--- src/logic/adc_link_regs.svh ---
// constants shared by both ends of the converter serial link
`ifndef ADC_LINK_REGS_SVH
`define ADC_LINK_REGS_SVH

// ----------------------------------------------------------------
// controller register offsets (byte addresses on apb)
// ----------------------------------------------------------------
`define CTRL_OFS 8'h00
`define DIV_OFS 8'h04
`define STAT_OFS 8'h08
`define RES_OFS 8'h0c
`define RAW_OFS 8'h10

// ----------------------------------------------------------------
// field positions and reset values
// ----------------------------------------------------------------
`define CTRL_GO_BIT 0
`define CTRL_SGL_BIT 1
`define CTRL_CH_LSB 2
`define CTRL_CH_MSB 4
`define CTRL_CPOL_BIT 5
`define STAT_BUSY_BIT 0
`define STAT_DONE_BIT 1
`define DIV_RESET 16'h000c
`define DIV_MIN 16'h0001

// ----------------------------------------------------------------
// framing: three bytes, first one seven zeros then the start bit
// ----------------------------------------------------------------
`define FRAME_BITS 5'd24
`define PAD_BYTE 8'h01

// ----------------------------------------------------------------
// clock index after the start bit (start clock is index 0)
// ----------------------------------------------------------------
`define IDX_CMD_LAST 5'd4
`define IDX_SAMPLE_ON 5'd4
`define IDX_SAMPLE_END 5'd5
`define IDX_MSB_FIRST 5'd6
`define IDX_MSB_LAST 5'd15
`define IDX_LSBF_LAST 5'd24
`define IDX_SAT 5'd25

// ----------------------------------------------------------------
// timing: result must be clocked out within the hold limit
// ----------------------------------------------------------------
`define CLK_PERIOD_NS 40
`define HOLD_LIMIT_NS 1200000
`define HOLD_LIMIT_CYC (`HOLD_LIMIT_NS / `CLK_PERIOD_NS)
`define HOLD_HALF_PERIODS 22

`endif

--- src/logic/adc_link_pkg.sv ---
// types shared by both ends of the converter serial link
package adc_link_pkg;

   // device command and conversion progress
   typedef enum logic [1:0] {
      DEV_WAIT_START,
      DEV_CMD,
      DEV_CONV
   } dev_state_t;

   // controller frame sequencing
   typedef enum logic [1:0] {
      HOST_IDLE,
      HOST_RUN,
      HOST_END
   } host_state_t;

   // decoded input selection
   typedef struct packed {
      logic diff;
      logic [2:0] pos;
      logic [2:0] neg;
   } chan_sel_t;

endpackage

--- src/logic/spi_link_if.sv ---
// four-wire serial link between the controller and the converter
`timescale 1ns/100ps
interface spi_link_if;
   logic cs_n;
   logic sclk;
   logic mosi;
   logic miso_o;
   logic miso_oe;
   logic miso;

   // released line reads low, as if a weak pull-down held it
   assign miso = miso_oe & miso_o;

   modport dev (
      input cs_n,
      input sclk,
      input mosi,
      output miso_o,
      output miso_oe
   );

   modport host (
      output cs_n,
      output sclk,
      output mosi,
      input miso
   );
endinterface // spi_link_if

--- src/logic/adc_serial_device.sv ---
// converter end of the serial link: command decode, sampling, result shift
// Contract
// - single-ended: channel field picks input 0..7
// - differential: pair 2k/2k+1, bit0 picks positive
// - four-input variant ignores channel field bit2
// - byte-only host pads clocks to multiple of eight
// - host drives on falling, captures on rising
// - first host byte: seven zeros, start bit
// - result msb driven on falling of clock fourteen
// - output released for first five second-byte clocks
// - second byte: five undefined, null, two msbs
// - third byte: eight low result bits, msb first
// - works with clock idling low or high
// - serial output changes only on falling edges
// - one result bit resolved per clock
// - host clocks ten bits within hold limit
// - any clock period or duty accepted
// - first high input clock is start; mode, channel
// - sample from fourth rise to fifth fall
// - null, msb-first, lsb-first repeat, then zeros
// - select high aborts conversion, enters standby
`timescale 1ns/100ps
`include "adc_link_regs.svh"

module adc_serial_device #(
   parameter bit EIGHT_INPUTS = 1'b1
) (
   input wire logic ref_clk,
   input wire logic rst,
   spi_link_if.dev link,
   input wire logic [9:0] conv_code,
   output logic sel_diff,
   output logic [2:0] sel_pos,
   output logic [2:0] sel_neg,
   output logic sample_en,
   output logic standby,
   output logic [9:0] result,
   output logic result_valid
);

   // ----------------------------------------------------------------
   // helpers
   // ----------------------------------------------------------------

   // decode mode bit and channel field into a selection
   function automatic adc_link_pkg::chan_sel_t chan_decode(
      input logic [3:0] cmd,
      input logic eight
   );
      adc_link_pkg::chan_sel_t s;
      logic hi;
      hi = eight & cmd[2];
      s.diff = ~cmd[3];
      if (cmd[3]) begin
         s.pos = {hi, cmd[1], cmd[0]};
         s.neg = 3'h0;
      end else begin
         s.pos = {hi, cmd[1], cmd[0]};
         s.neg = {hi, cmd[1], ~cmd[0]};
      end
      return s;
   endfunction

   // bit position of the result sent on a given clock index
   function automatic logic [3:0] bit_pos(input logic [4:0] idx);
      logic [4:0] p;
      if (idx <= `IDX_MSB_LAST) begin
         p = `IDX_MSB_LAST - idx;
      end else begin
         p = idx - `IDX_MSB_LAST;
      end
      return p[3:0];
   endfunction

   // ----------------------------------------------------------------
   // state
   // ----------------------------------------------------------------
   adc_link_pkg::dev_state_t state_r;
   logic sclk_q_r;
   logic [4:0] idx_r;
   logic [3:0] cmd_r;
   logic [9:0] code_r;
   logic [9:0] res_r;
   logic miso_r;
   logic oe_r;
   logic sample_r;
   logic [9:0] result_r;
   logic valid_r;
   adc_link_pkg::chan_sel_t sel_r;

   // ----------------------------------------------------------------
   // edge and phase decode
   // ----------------------------------------------------------------

   // edges seen by comparing with last cycle; no clock idle level is
   // assumed, so both idle-low and idle-high hosts work
   wire logic sel_active = ~link.cs_n;
   wire logic sclk_rise = link.sclk & ~sclk_q_r;
   wire logic sclk_fall = ~link.sclk & sclk_q_r;
   wire logic started = (state_r != adc_link_pkg::DEV_WAIT_START);
   wire logic start_seen = sclk_rise & link.mosi &
                           (state_r == adc_link_pkg::DEV_WAIT_START);
   wire logic [4:0] idx_inc = (idx_r == `IDX_SAT) ? idx_r : idx_r + 5'd1;
   wire logic cmd_clock = started & (idx_inc <= `IDX_CMD_LAST);
   wire logic at_sample_end = (idx_r == `IDX_SAMPLE_END);
   wire logic msb_phase = (idx_r >= `IDX_MSB_FIRST) & (idx_r <= `IDX_MSB_LAST);
   wire logic lsbf_phase = (idx_r > `IDX_MSB_LAST) & (idx_r <= `IDX_LSBF_LAST);
   wire logic [3:0] out_pos = bit_pos(idx_r);
   wire logic out_bit = code_r[out_pos];

   // ----------------------------------------------------------------
   // previous serial clock level
   // ----------------------------------------------------------------

   // tracked even while deselected so the first edge after select is real
   always_ff @(posedge ref_clk or posedge rst) begin
      if (rst) begin
         sclk_q_r <= 1'b0;
      end else begin
         sclk_q_r <= link.sclk;
      end
   end

   // ----------------------------------------------------------------
   // command capture on rising edges
   // ----------------------------------------------------------------

   // host changes data on falling edges, so rising edges see it stable
   always_ff @(posedge ref_clk or posedge rst) begin
      if (rst) begin
         state_r <= adc_link_pkg::DEV_WAIT_START;
         idx_r <= 5'h00;
         cmd_r <= 4'h0;
      end else if (!sel_active) begin
         state_r <= adc_link_pkg::DEV_WAIT_START;
         idx_r <= 5'h00;
      end else if (start_seen) begin
         state_r <= adc_link_pkg::DEV_CMD;
         idx_r <= 5'h00;
      end else if (started & sclk_rise) begin
         idx_r <= idx_inc;
         if (cmd_clock) begin
            cmd_r <= {cmd_r[2:0], link.mosi};
         end
      end else if (started & sclk_fall & at_sample_end) begin
         state_r <= adc_link_pkg::DEV_CONV;
      end
   end

   // ----------------------------------------------------------------
   // sampling window and selection outputs
   // ----------------------------------------------------------------

   // selection is frozen while sampling, held for the conversion
   always_ff @(posedge ref_clk or posedge rst) begin
      if (rst) begin
         sample_r <= 1'b0;
         sel_r <= '0;
      end else if (!sel_active) begin
         sample_r <= 1'b0;
      end else if (started & sclk_rise & (idx_inc == `IDX_SAMPLE_ON)) begin
         sample_r <= 1'b1;
         sel_r <= chan_decode({cmd_r[2:0], link.mosi}, EIGHT_INPUTS);
      end else if (started & sclk_fall & at_sample_end) begin
         sample_r <= 1'b0;
      end
   end

   // ----------------------------------------------------------------
   // result shift on falling edges
   // ----------------------------------------------------------------

   // the code is frozen at the end of sampling; one bit is resolved
   // per clock, so a stalled clock simply pauses the conversion
   always_ff @(posedge ref_clk or posedge rst) begin
      if (rst) begin
         code_r <= 10'h000;
         res_r <= 10'h000;
         miso_r <= 1'b0;
         oe_r <= 1'b0;
      end else if (!sel_active) begin
         oe_r <= 1'b0;
         miso_r <= 1'b0;
      end else if (started & sclk_fall) begin
         if (at_sample_end) begin
            code_r <= conv_code;
            res_r <= 10'h000;
            oe_r <= 1'b1;
            miso_r <= 1'b0;
         end else if (msb_phase) begin
            miso_r <= out_bit;
            res_r[out_pos] <= out_bit;
         end else if (lsbf_phase) begin
            miso_r <= out_bit;
         end else if (state_r == adc_link_pkg::DEV_CONV) begin
            miso_r <= 1'b0;
         end
      end
   end

   // ----------------------------------------------------------------
   // completed result for the user side
   // ----------------------------------------------------------------

   // valid only when the last msb-first bit went out before deselect
   always_ff @(posedge ref_clk or posedge rst) begin
      if (rst) begin
         result_r <= 10'h000;
         valid_r <= 1'b0;
      end else begin
         valid_r <= 1'b0;
         if (sel_active & started & sclk_fall & (idx_r == `IDX_MSB_LAST)) begin
            result_r <= {res_r[9:1], out_bit};
            valid_r <= 1'b1;
         end
      end
   end

   // ----------------------------------------------------------------
   // outputs
   // ----------------------------------------------------------------
   assign link.miso_o = miso_r;
   assign link.miso_oe = oe_r & sel_active;
   assign sample_en = sample_r;
   assign standby = ~sel_active;
   assign sel_diff = sel_r.diff;
   assign sel_pos = sel_r.pos;
   assign sel_neg = sel_r.neg;
   assign result = result_r;
   assign result_valid = valid_r;

endmodule // adc_serial_device

--- src/flat_wrapper.sv ---
// flat-port wrapper written by rule: the top's interface ports become plain ports
module adc_serial_device_flat 
#(
   parameter bit EIGHT_INPUTS = 1'b1
)
  (ref_clk, rst, conv_code, sel_diff, sel_pos, sel_neg, sample_en, standby, result, result_valid, link_cs_n, link_sclk, link_mosi, link_miso_o, link_miso_oe);
  spi_link_if link_i ();
  input wire logic ref_clk;
  input wire logic rst;
  input wire logic [9:0] conv_code;
  output logic sel_diff;
  output logic [2:0] sel_pos;
  output logic [2:0] sel_neg;
  output logic sample_en;
  output logic standby;
  output logic [9:0] result;
  output logic result_valid;
  input wire logic [$bits(link_i.cs_n)-1:0] link_cs_n;
  input wire logic [$bits(link_i.sclk)-1:0] link_sclk;
  input wire logic [$bits(link_i.mosi)-1:0] link_mosi;
  output wire logic [$bits(link_i.miso_o)-1:0] link_miso_o;
  output wire logic [$bits(link_i.miso_oe)-1:0] link_miso_oe;
  assign link_i.cs_n = link_cs_n;
  assign link_i.sclk = link_sclk;
  assign link_i.mosi = link_mosi;
  assign link_miso_o = link_i.miso_o;
  assign link_miso_oe = link_i.miso_oe;
  adc_serial_device #(.EIGHT_INPUTS(EIGHT_INPUTS)) u_core (.ref_clk(ref_clk), .rst(rst), .link(link_i), .conv_code(conv_code), .sel_diff(sel_diff), .sel_pos(sel_pos), .sel_neg(sel_neg), .sample_en(sample_en), .standby(standby), .result(result), .result_valid(result_valid));
endmodule
--- config.mk ---
export PLATFORM = sky130hd
export DESIGN_NAME = adc_serial_device_flat
export DESIGN_NICKNAME = d
export VERILOG_FILES = /design/src/logic/adc_link_pkg.sv /design/src/logic/spi_link_if.sv /design/src/logic/adc_serial_device.sv /design/src/flat_wrapper.sv
export VERILOG_INCLUDE_DIRS = /design/src /design/src/logic
export SDC_FILE = /design/constraint.sdc
export NUM_CORES = 1
export LEC_CHECK = 0
export BUFFER_PORTS_ARGS = -buffer_cell sky130_fd_sc_hd__buf_4
export CAP_MARGIN = 40
export CORE_MARGIN = 2
export CORE_UTILIZATION = 45
export DETAILED_ROUTE_END_ITERATION = 12
export PLACE_DENSITY = 0.76
export SYNTH_ARGS = -nofsm -noshare
export SYNTH_HDL_FRONTEND = slang
export SYNTH_SLANG_ARGS = --single-unit
--- constraint.sdc ---
create_clock -name ref_clk -period 5.3 [get_ports ref_clk]
set_clock_uncertainty 0.2 [all_clocks]
set_input_delay 0 -clock ref_clk [delete_from_list [all_inputs] [get_ports ref_clk]]
set_output_delay 0 -clock ref_clk [all_outputs]
set_load 0.03 [all_outputs]
== Yosys cells after proc, flatten, opt, wreduce, memory -nomap -nowiden ==
Index checks and enable logic that the tools add are counted.

* Logic and storage cells: 98
* Output and inout bits: 22
* Bits in registers: 52

* Muxes and demuxes: 30
* Reduce and logical (&&, ||, !) cells: 17
* Bitwise logic cells: 21
* Eq/ne operators: 6
* $lt $le $gt $ge: 7
* $add $sub $neg: 3

{| class="wikitable"
|+ Operators by type and width
! cell !! count
|-
| $mux 10 || 2
|-
| $mux 5 || 4
|-
| $and 1x1->1 || 15
|-
| $mux 1 || 15
|-
| $bwmux 10 || 1
|-
| $eq 5x3->1 const B || 2
|-
| $reduce_bool 3->1 || 3
|-
| $mux 2 || 4
|-
| $reduce_and 2->1 || 4
|-
| $reduce_bool 2->1 || 4
|-
| $not 1->1 || 6
|-
| $reduce_and 3->1 || 2
|-
| $add 5x1->5 const B || 1
|-
| $eq 5x4->1 const B || 1
|-
| $eq 5x5->1 const B || 1
|-
| $ge 5x3->1 const B || 1
|-
| $gt 5x4->1 const B || 1
|-
| $le 5x3->1 const B || 1
|-
| $le 5x4->1 const B || 1
|-
| $le 5x5->1 const B || 1
|-
| $lt 4x5->1 const B || 1
|-
| $reduce_bool 5->1 || 1
|-
| $bmux 1 s4 || 1
|-
| $demux 1 s4 || 1
|-
| other kinds (10) || 10
|}

== Logic depth before layout (Yosys ltp) ==
Gate-level depths: netlist of run 1.

* Depth in word-level cells: 9
* Mapped depth: 11
* Depth with buffers taken out: 9

== Least setup slack after synthesis of run 1 ==
No wires, ideal clock.

* Kind: register -> register
* From: register u_core.idx_r[0]
* To: register u_core.res_r[9]
* Cell stages (with the launch flop): 12
* Required time: 4.971 ns
* Path slack: 2.401 ns
* Arrival time: 2.570 ns
* Clock period less this slack: 2.899 ns
* Buffers on the path: 2
* Cells stage by stage: dfrtp_1 > ha_1 > buf_2 > and3_1 > ha_1 > clkbuf_1 > or2_2 > or3_1 > a211o_1 > o21a_1 > o21ai_0 > o21ai_0

* Longest elaborated chain between the ends: 9
* Elaborated cells on any way between the ends: 19
* Those cells by class: add/sub (2); order compare (4); eq/ne (1); mux (8); bitwise (1); reduce/logical (3)

{| class="wikitable"
|+ RTL lines
! what !! line !! RTL
|-
| from (decl) || adc_serial_device.sv:80 || <nowiki>logic [4:0] idx_r;</nowiki>
|-
| from (signal assigned) || adc_serial_device.sv:141 || <nowiki>idx_r <= idx_inc;</nowiki>
|-
| $sub 4x4->4 (no source line) or $le 5x4->1 (tied branches) || -- ||
|-
| $mux 4 || adc_serial_device.sv:67 || <nowiki>if (idx <= `IDX_MSB_LAST) begin</nowiki>
|-
| $lt 4x5->1 (implied by the code) or $ge 4x1->1 (tied branches) || adc_serial_device.sv:192 || <nowiki>res_r[out_pos] <= out_bit;</nowiki>
|-
| $logic_and 1x1->1 (implied by the code) || adc_serial_device.sv:192 ||
|-
| $mux 1 (implied by the code) || adc_serial_device.sv:192 ||
|-
| $demux 1 s4 || -- ||
|-
| $bwmux 10 || adc_serial_device.sv:192 ||
|-
| $mux 10 || adc_serial_device.sv:190 || <nowiki>end else if (msb_phase) begin</nowiki>
|-
| $mux 10 || adc_serial_device.sv:185 || <nowiki>if (at_sample_end) begin</nowiki>
|-
| to (signal, indexed assignment) || adc_serial_device.sv:192 ||
|-
| to (decl) || adc_serial_device.sv:83 || <nowiki>logic [9:0] res_r;</nowiki>
|}

Several ways; a longest one is shown, not always the timed one. The select of a mux whose other input is x is not followed.
A chain may end at the register's enable or synchronous reset.

== Worst setup path after layout of run 1 ==
* From: register u_core.idx_r[0]
* To: register u_core.res_r[7]

The elaborated chain is that of the path after synthesis.

==> results of run 1 <==
## path summary, 6_finish.rpt
path                            startpoint          endpoint  slack (ns)  cells past startpoint
max in group asynchronous              rst   u_core.sel_diff        4.30                      4
setup / recovery           u_core.idx_r[0]   u_core.res_r[7]        1.93                      9
hold reg to reg            u_core.res_r[6]  u_core.result[6]        0.28                      2
min in group ref_clk             link_sclk   u_core.sclk_q_r        0.14                      2
hold / removal                         rst  u_core.result[5]        0.08                      3
setup reg to reg           u_core.idx_r[0]   u_core.res_r[7]        1.93                      9
## worst reg2reg max path, delay by kind of cell, from the launching register on
kind	cells	cell delay, ns
mux	1	0.44
fa+ha+maj	2	0.78
simple gates	3	0.79
flops	1	0.63
compound gates	3	0.48
## power breakdown
group          switching, W  internal, W  leakage, nW  total (W)
Clock              0.000133     0.000188       0.0644   0.000321
Sequential       0.00000443     0.000392        0.704   0.000397
Combinational     0.0000216    0.0000227        0.763  0.0000444
Total              0.000159     0.000603         1.53   0.000762
## cells by family (layout without fill, tap and decap cells)
| group | Yosys count | after routing | share of synthesized area (%) |
|---|---|---|---|
| adder cells (fa/ha/maj) | 5 | 5 | 2.361 |
| XOR/XNOR | 5 | 5 | 1.936 |
| AO/OA/AOI/OAI | 47 | 47 | 13.13 |
| AND/OR/NAND/NOR | 125 | 125 | 22.47 |
| multiplexers | 19 | 19 | 7.696 |
| buffers and inverters | 27 | 71 | 4.249 |
| flip-flops | 51 | 51 | 48.16 |
## state kept, by name, indices dropped and copies added, names as in the netlist
name	flops
u_core.sample_en	1
u_core.idx_r	5
u_core.sel_diff	1
u_core.link.miso_o	1
u_core.sclk_q_r	1
u_core.oe_r	1
u_core.cmd_r	3
u_core.res_r	9
u_core.sel_neg	3
u_core.code_r	10
u_core.result_valid	1
u_core.result	10
u_core.sel_pos	3
u_core.state_r	2
## stage by stage
stage                     hold slack, ns  total power, W
final                            0.07976       0.0007620
after global routing              0.1310       0.0007845
after CTS                         0.1041       0.0007655
after detailed placement         -0.1273       0.0004411
after global placement          -0.07397       0.0004379
after floorplan                  -0.1686       0.0004240
## area by class of cell
class                           count  area share [%]
Clock inverter                      3           2.083
Sequential cell                    51           39.35
Inverter                           11           1.273
Tap cell                           72           2.778
Clock buffer                        5           2.122
Timing Repair Buffer               52           13.50
Multi-Input combinational cell    201           38.89
## Yosys cell counts, drive strengths merged (3+ instances only)
library cell,count,area (um2)
a21oi,8,40.04
nand3,7,35.03
or3,3,18.77
a21o,4,30.03
mux2,11,123.9
o21ai,8,40.04
buf,5,30.02
nor3,4,20.02
nand2b,5,31.28
inv,10,37.54
nand2,70,262.8
a32o,3,30.03
or2,3,18.77
ha,5,62.56
nor2,14,52.55
o31ai,3,22.52
nor3b,3,27.52
o211ai,4,30.03
dfrtp,51,1276
nor2b,5,31.28
clkbuf,11,41.29
mux2i,8,80.08
xnor2,3,26.28
and3,4,25.02
## layer usage
metal	up-vias	global-route usage, %
li1	1046	-
met1	1015	25.13
met2	52	33.50
met3	9	4.444
met4	0	6.102
met5	-	0
## repair_timing
| action | in CTS | in global routing |
|---|---|---|
| resized for setup | 0 | 0 |
| hold buffers | 14 | 0 |
| buffers inserted | 0 | 0 |
| hold endpoints to repair | 75 | 0 |
==> results.tsv, run 1 <==
stage	metric	value	unit
outcome	status	complete, no violations	
critical_path	path_cells	ha_1 -> and3_1 -> ha_1 -> nor2b_1 -> o22ai_1 -> o31ai_1 -> mux2_2 -> nor2_1 -> a32o_1	
flow_run	drv_cap	0	
critical_path	start_kind	flop	
timing	fin_ws	1.928	ns
finish	drive_gt1_share	21.36	%
timing	min_period_over_period	63.62	%
routing	met2_wirelength	2858	um
logic_synthesis	synth_cell_types	48	
global_routing	first_global_vias	2153	
logic_synthesis	synth_nets	299	
power	p_per_area	235.0	mW/mm2
timing	tns	0	ns
clocking	path_clk_slew	0.10	ns
die	ios	37	
finish	fillers	501	
logic_synthesis	synth_area	0.002650	mm2
die	start_util	47.26	%
critical_path	path_buf_inv	0	
power	p_leak	1.531	nW
clocking	htree_levels	2	
die	dieArea	0.006519	mm2
placed_design	place_area	0.002967	mm2
die	row_count	27	
clocking	numCtsBuffers	5	
logic_synthesis	async_flop_share	100.0	%
timing	worst_pin_slew	0.6405	ns
finish	layout_commonest_cell	nand2_1	
placed_design	place_ws	2.004	ns
critical_path	crit_family	adder cells	
timing	fmax	296.6	MHz
finish	insertedDiodeCount	0	
global_routing	overflow	0	
routing	wl_per_cell	14.57	um
clocking	clk_latency	0.31	ns
critical_path	worstPathArrival	3.42	ns
routing	dr_wl_met3	237	um
finish	syn_to_final_growth	22.38	%
die	chipWidth	80.74	um
routing	drtIter0Drc	88	
logic_synthesis	synth_area_per_cell	9.498	um2
timing	drv_slew	0	
clocking	cts_tree	done	
critical_path	crit_path_top_delay_cell	dfrtp_1	
logic_synthesis	synth_ff_type	dfrtp_1	
critical_path	cp.required	5.35	ns
clocking	cts.path.max_buffers	2	
global_routing	track_usage	19.71	%
clocking	numClockSinks	51	
global_routing	antenna_found_initial	0	
placed_design	dp_cells	373	
finish	regArea	0.001276	mm2
critical_path	path_class	flop to flop	
timing	slew_headroom	57.30	%
placed_design	gp_congestion	0.8512	
logic_synthesis	ys_seq_elements	51	
finish	nets	342	
finish	mostFrequentLayoutCells	70 x nand2_1, 51 x dfrtp_1, 37 x buf_4, 14 x nor2_1, 14 x dlygate4sd3_1	
power	ir_drop	0.1496	mV
logic_synthesis	ys_warn_count	0	
routing	met1_length	2562	um
routing	via_per_inst	5.372	
clocking	root_buffer	clkbuf_8	
critical_path	crit_path_frequent_cell	ha_1	
routing	dr_total_vias	2122	
timing	setup_violations	0	
logic_synthesis	synth_edf_count	0	
routing	routed.top_layer	met4	
timing	fin_crit	3.372	ns
global_routing	grt_pass1_wl	9991	um
die	core_area	0.005608	mm2
finish	multiInputGateArea	0.001261	mm2
routing	drc	0	
routing	first_pass_iters	4	
logic_synthesis	synth_cells	279	
finish	fin_cells	395	
routing	ant_nets	0	
placed_design	post-dp-hpwl	4041	um
finish	fin_util	57.83	%
timing	timing.final.hold_violations	0	
critical_path	cpPeakStageDelay	0.63	ns
logic_synthesis	seq_area_frac_synth	48.16	%
critical_path	critPathCaptureType	flop	
critical_path	crit_fanout	17	
global_routing	grt_max_degree	31	
finish	design_area	0.003243	mm2
timing	grt_setup_unrepaired	no	
routing	wirelength	5755	um
placed_design	portBuffers	36	
die	dieHeight	80.74	um
min_path	hold_path_class	primary input to asynchronous set/reset pin	
Note: power is estimated with default switching activity, not from simulation.
==> run 2, diff against run 1 <==
--- a/config.mk
+++ b/config.mk
@@ -6,6 +6,7 @@
 export SDC_FILE = /design/constraint.sdc
 export NUM_CORES = 1
 export LEC_CHECK = 0
+export ABC_AREA = 1
 export BUFFER_PORTS_ARGS = -buffer_cell sky130_fd_sc_hd__buf_4
 export CAP_MARGIN = 40
 export CORE_MARGIN = 2
==> constraint.sdc (replaced) <==
create_clock -name ref_clk -period 3.3 [get_ports ref_clk]
set_clock_uncertainty 0.2 [all_clocks]
set_input_delay 0 -clock ref_clk [delete_from_list [all_inputs] [get_ports ref_clk]]
set_output_delay 0 -clock ref_clk [all_outputs]
set_load 0.03 [all_outputs]
==> run 2 against run 1 <==
Setup slack got worse by 1.7 ns; die area grew 1.9%; via count rose by 9.1%; synthesized cell count rose by 18%; final cell count increased by 15%; register-to-register slack got worse by 1.7 ns; sequential power up 64%; combinational power is 66% higher; power is 49% higher; flip-flop and latch count did not move; highest routed layer unchanged.
==> results.tsv, run 2 <==
stage	metric	value	unit
outcome	status	complete, no violations	
placed_design	gp_congestion	0.9241	
global_routing	grt_pass1_wl	9563	um
timing	drv_slew	0	
logic_synthesis	ys_warn_count	0	
logic_synthesis	synth_area	0.002704	mm2
routing	dr_total_vias	2316	
clocking	htree_levels	2	
logic_synthesis	synth.area.top_cells	dfrtp_1 47%, nand2_1 16%, inv_1 3.7%, o21ai_0 3.5%, nand4_1 3.0%	
critical_path	rrSetupSlack	0.25	ns
critical_path	path_class	flop to flop	
critical_path	rr_worst_depth	12	
logic_synthesis	yosysTopAreaCell	dfrtp_1	
clocking	numClockSinks	51	
die	row_count	28	
logic_synthesis	synth_cells	330	
critical_path	worstPathArrival	3.04	ns
routing	drc	0	
critical_path	crit_fanout	14	
clocking	path_clk_slew	0.09	ns
logic_synthesis	seq_area_frac_synth	47.20	%
timing	tns	0	ns
timing	worst_pin_slew	0.4547	ns
placed_design	portBuffers	36	
routing	drtIter0Drc	166	
routing	met1_length	2609	um
timing	grt_setup_unrepaired	no	
routing	first_pass_iters	4	
clocking	cts_tree	done	
logic_synthesis	synth_ff_type	dfrtp_1	
die	dieArea	0.006645	mm2
global_routing	antenna_found_initial	0	
die	chipWidth	81.52	um
min_path	hold_path_class	primary input to asynchronous set/reset pin	
critical_path	start_kind	flop	
power	ir_drop	0.1932	mV
timing	fin_crit	3.055	ns
routing	ant_nets	0	
global_routing	overflow	0	
logic_synthesis	synth_cell_types	32	
finish	layout_commonest_cell	nand2_1	
timing	hold_ws	0.06740	ns
clocking	post_cts_buffers	0	
logic_synthesis	yosysMostFrequentCell	nand2_1	
clocking	root_buffer	clkbuf_8	
clocking	cts.path.max_buffers	2	
logic_synthesis	synth_edf_count	0	
die	ios	37	
die	start_util	46.21	%
logic_synthesis	async_flop_share	100.0	%
finish	syn_to_final_growth	21.10	%
timing	slew_headroom	69.64	%
finish	fillers	540	
logic_synthesis	ys_seq_elements	51	
critical_path	critPathCaptureType	flop	
die	dieHeight	81.52	um
clocking	numCtsBuffers	5	
finish	mostFrequentLayoutCells	116 x nand2_1, 51 x dfrtp_1, 37 x buf_4, 26 x inv_1, 21 x nor2_1	
placed_design	post-dp-hpwl	4095	um
routing	wirelength	5586	um
placed_design	place_area	0.003022	mm2
logic_synthesis	synth_top_area_share	47.20	%
timing	timing.final.hold_violations	0	
finish	design_area	0.003274	mm2
logic_synthesis	synth_area_per_cell	8.193	um2
critical_path	r2r_start	u_core.idx_r[0]	
finish	drive_gt1_share	19.16	%
finish	insertedDiodeCount	0	
routing	via_per_inst	5.079	
die	core_area	0.005851	mm2
routing	met2_wirelength	2637	um
flow_run	drv_cap	0	
critical_path	cp.required	3.28	ns
global_routing	first_global_vias	2152	
global_routing	track_usage	18.34	%
global_routing	grt_max_degree	32	
timing	setup_violations	0	
timing	fmax	327.4	MHz
power	p_per_area	347.5	mW/mm2
power	p_leak	1.712	nW
logic_synthesis	yosys-top-cells-count	116 x nand2_1, 51 x dfrtp_1, 27 x inv_1, 21 x nor2_1, 19 x o21ai_0	
routing	dr_wl_met3	285	um
routing	routed.top_layer	met4	
clocking	clk_latency	0.30	ns
critical_path	rr_endpoint	u_core.sel_neg[0]	
timing	min_period_over_period	92.57	%
routing	wl_per_cell	12.25	um
logic_synthesis	synth_nets	350	
clocking	cts_resized	0	
finish	nets	401	
[run 2: changes by cell type after synthesis, sizes merged, moves of 4 or more]
cell,before,now
nand4,2,14
nand3,7,17
nor2,14,24
mux2i,8,0
clkbuf,11,1
and3,4,0
o211ai,4,0
a21o,4,0
nor2b,5,0
mux2,11,7
o21ai,8,20
inv,10,30
nand2b,5,0
nand2,70,127
[run 2: worst max-delay path: stages, from the launching register on]
cell           delay [ns]
dfrtp_1              0.54
ha_1                 0.32
nand2_2              0.11
nor2_1               0.05
ha_1                 0.28
inv_1                0.04
nor2_1               0.14
nand2_1              0.13
nor4_4               0.25
inv_2                0.15
nand2_1              0.08
o21ai_0              0.08
dlygate4sd3_1        0.57
[run 2: worst max path at each step]
stage                         start           endpoint  slack [ns]  depth (start not counted)
floorplan           u_core.idx_r[1]    u_core.res_r[8]        1.13                         12
CTS                 u_core.idx_r[0]  u_core.sel_neg[0]        0.29                         12
detailed placement  u_core.idx_r[0]    u_core.res_r[8]        0.67                         11
global placement    u_core.idx_r[0]    u_core.res_r[8]        0.77                         11
global route        u_core.idx_r[0]  u_core.sel_neg[0]        0.08                         12
finish              u_core.idx_r[0]  u_core.sel_neg[0]        0.25                         12
[run 2: final cells by class]
cell class / instances / area [um2] / area share, %
inverters: 32 / 121.4 / 3.707
flip-flops and latches: 51 / 1276 / 38.98
clock inverters: 1 / 30.03 / 0.9171
well taps: 75 / 93.84 / 2.866
repair buffers: 53 / 447.9 / 13.68
clock buffers: 6 / 72.57 / 2.216
multi-input cells: 238 / 1232 / 37.64
[run 2: metal layers]
metal  up-vias  GRT usage [%]
li1       1164              -
met1      1081          25.09
met2        65          30.16
met3         6          3.407
met4         0          4.407
met5         -              0
[run 2: logic make-up (layout without fill, tap and decap cells)]
family	count (synthesis)	after routing	share of synthesized area, %
AND/OR/NAND/NOR	191	191	33.32
multiplexers	7	7	2.915
adder cells (fa/ha/maj)	5	5	2.314
buffers and inverters	41	92	7.218
AO/OA/AOI/OAI	35	35	7.034
flip-flops	51	51	47.20
[run 2: per-stage QoR]
step	util [%]	cells	total power (W)	worst slack (ns)
6_report	55.97	456	0.001138	0.2453
5_1_grt	55.97	456	0.001190	0.08289
4_1_cts	55.97	456	0.001154	0.2871
3_5_place_dp	51.65	434	0.0007236	0.6716
3_3_place_gp	51.30	433	0.0007185	0.7747
2_1_floorplan	-	330	0.0006940	1.132
[run 2: power by group]
| part | leakage, nW | total [W] | switching, W | internal (W) |
|---|---|---|---|---|
| sequential | 0.687 | 0.000650 | 0.0000110 | 0.000638 |
| combinational | 0.974 | 0.0000738 | 0.0000395 | 0.0000343 |
| clock | 0.0513 | 0.000415 | 0.000192 | 0.000222 |
[run 2: timing repair]
action | 4_1_cts | 5_1_grt
endpoints found under the setup margin | 0 | 0
hold buffers | 15 | 0
endpoints found under the hold margin | 80 | 0
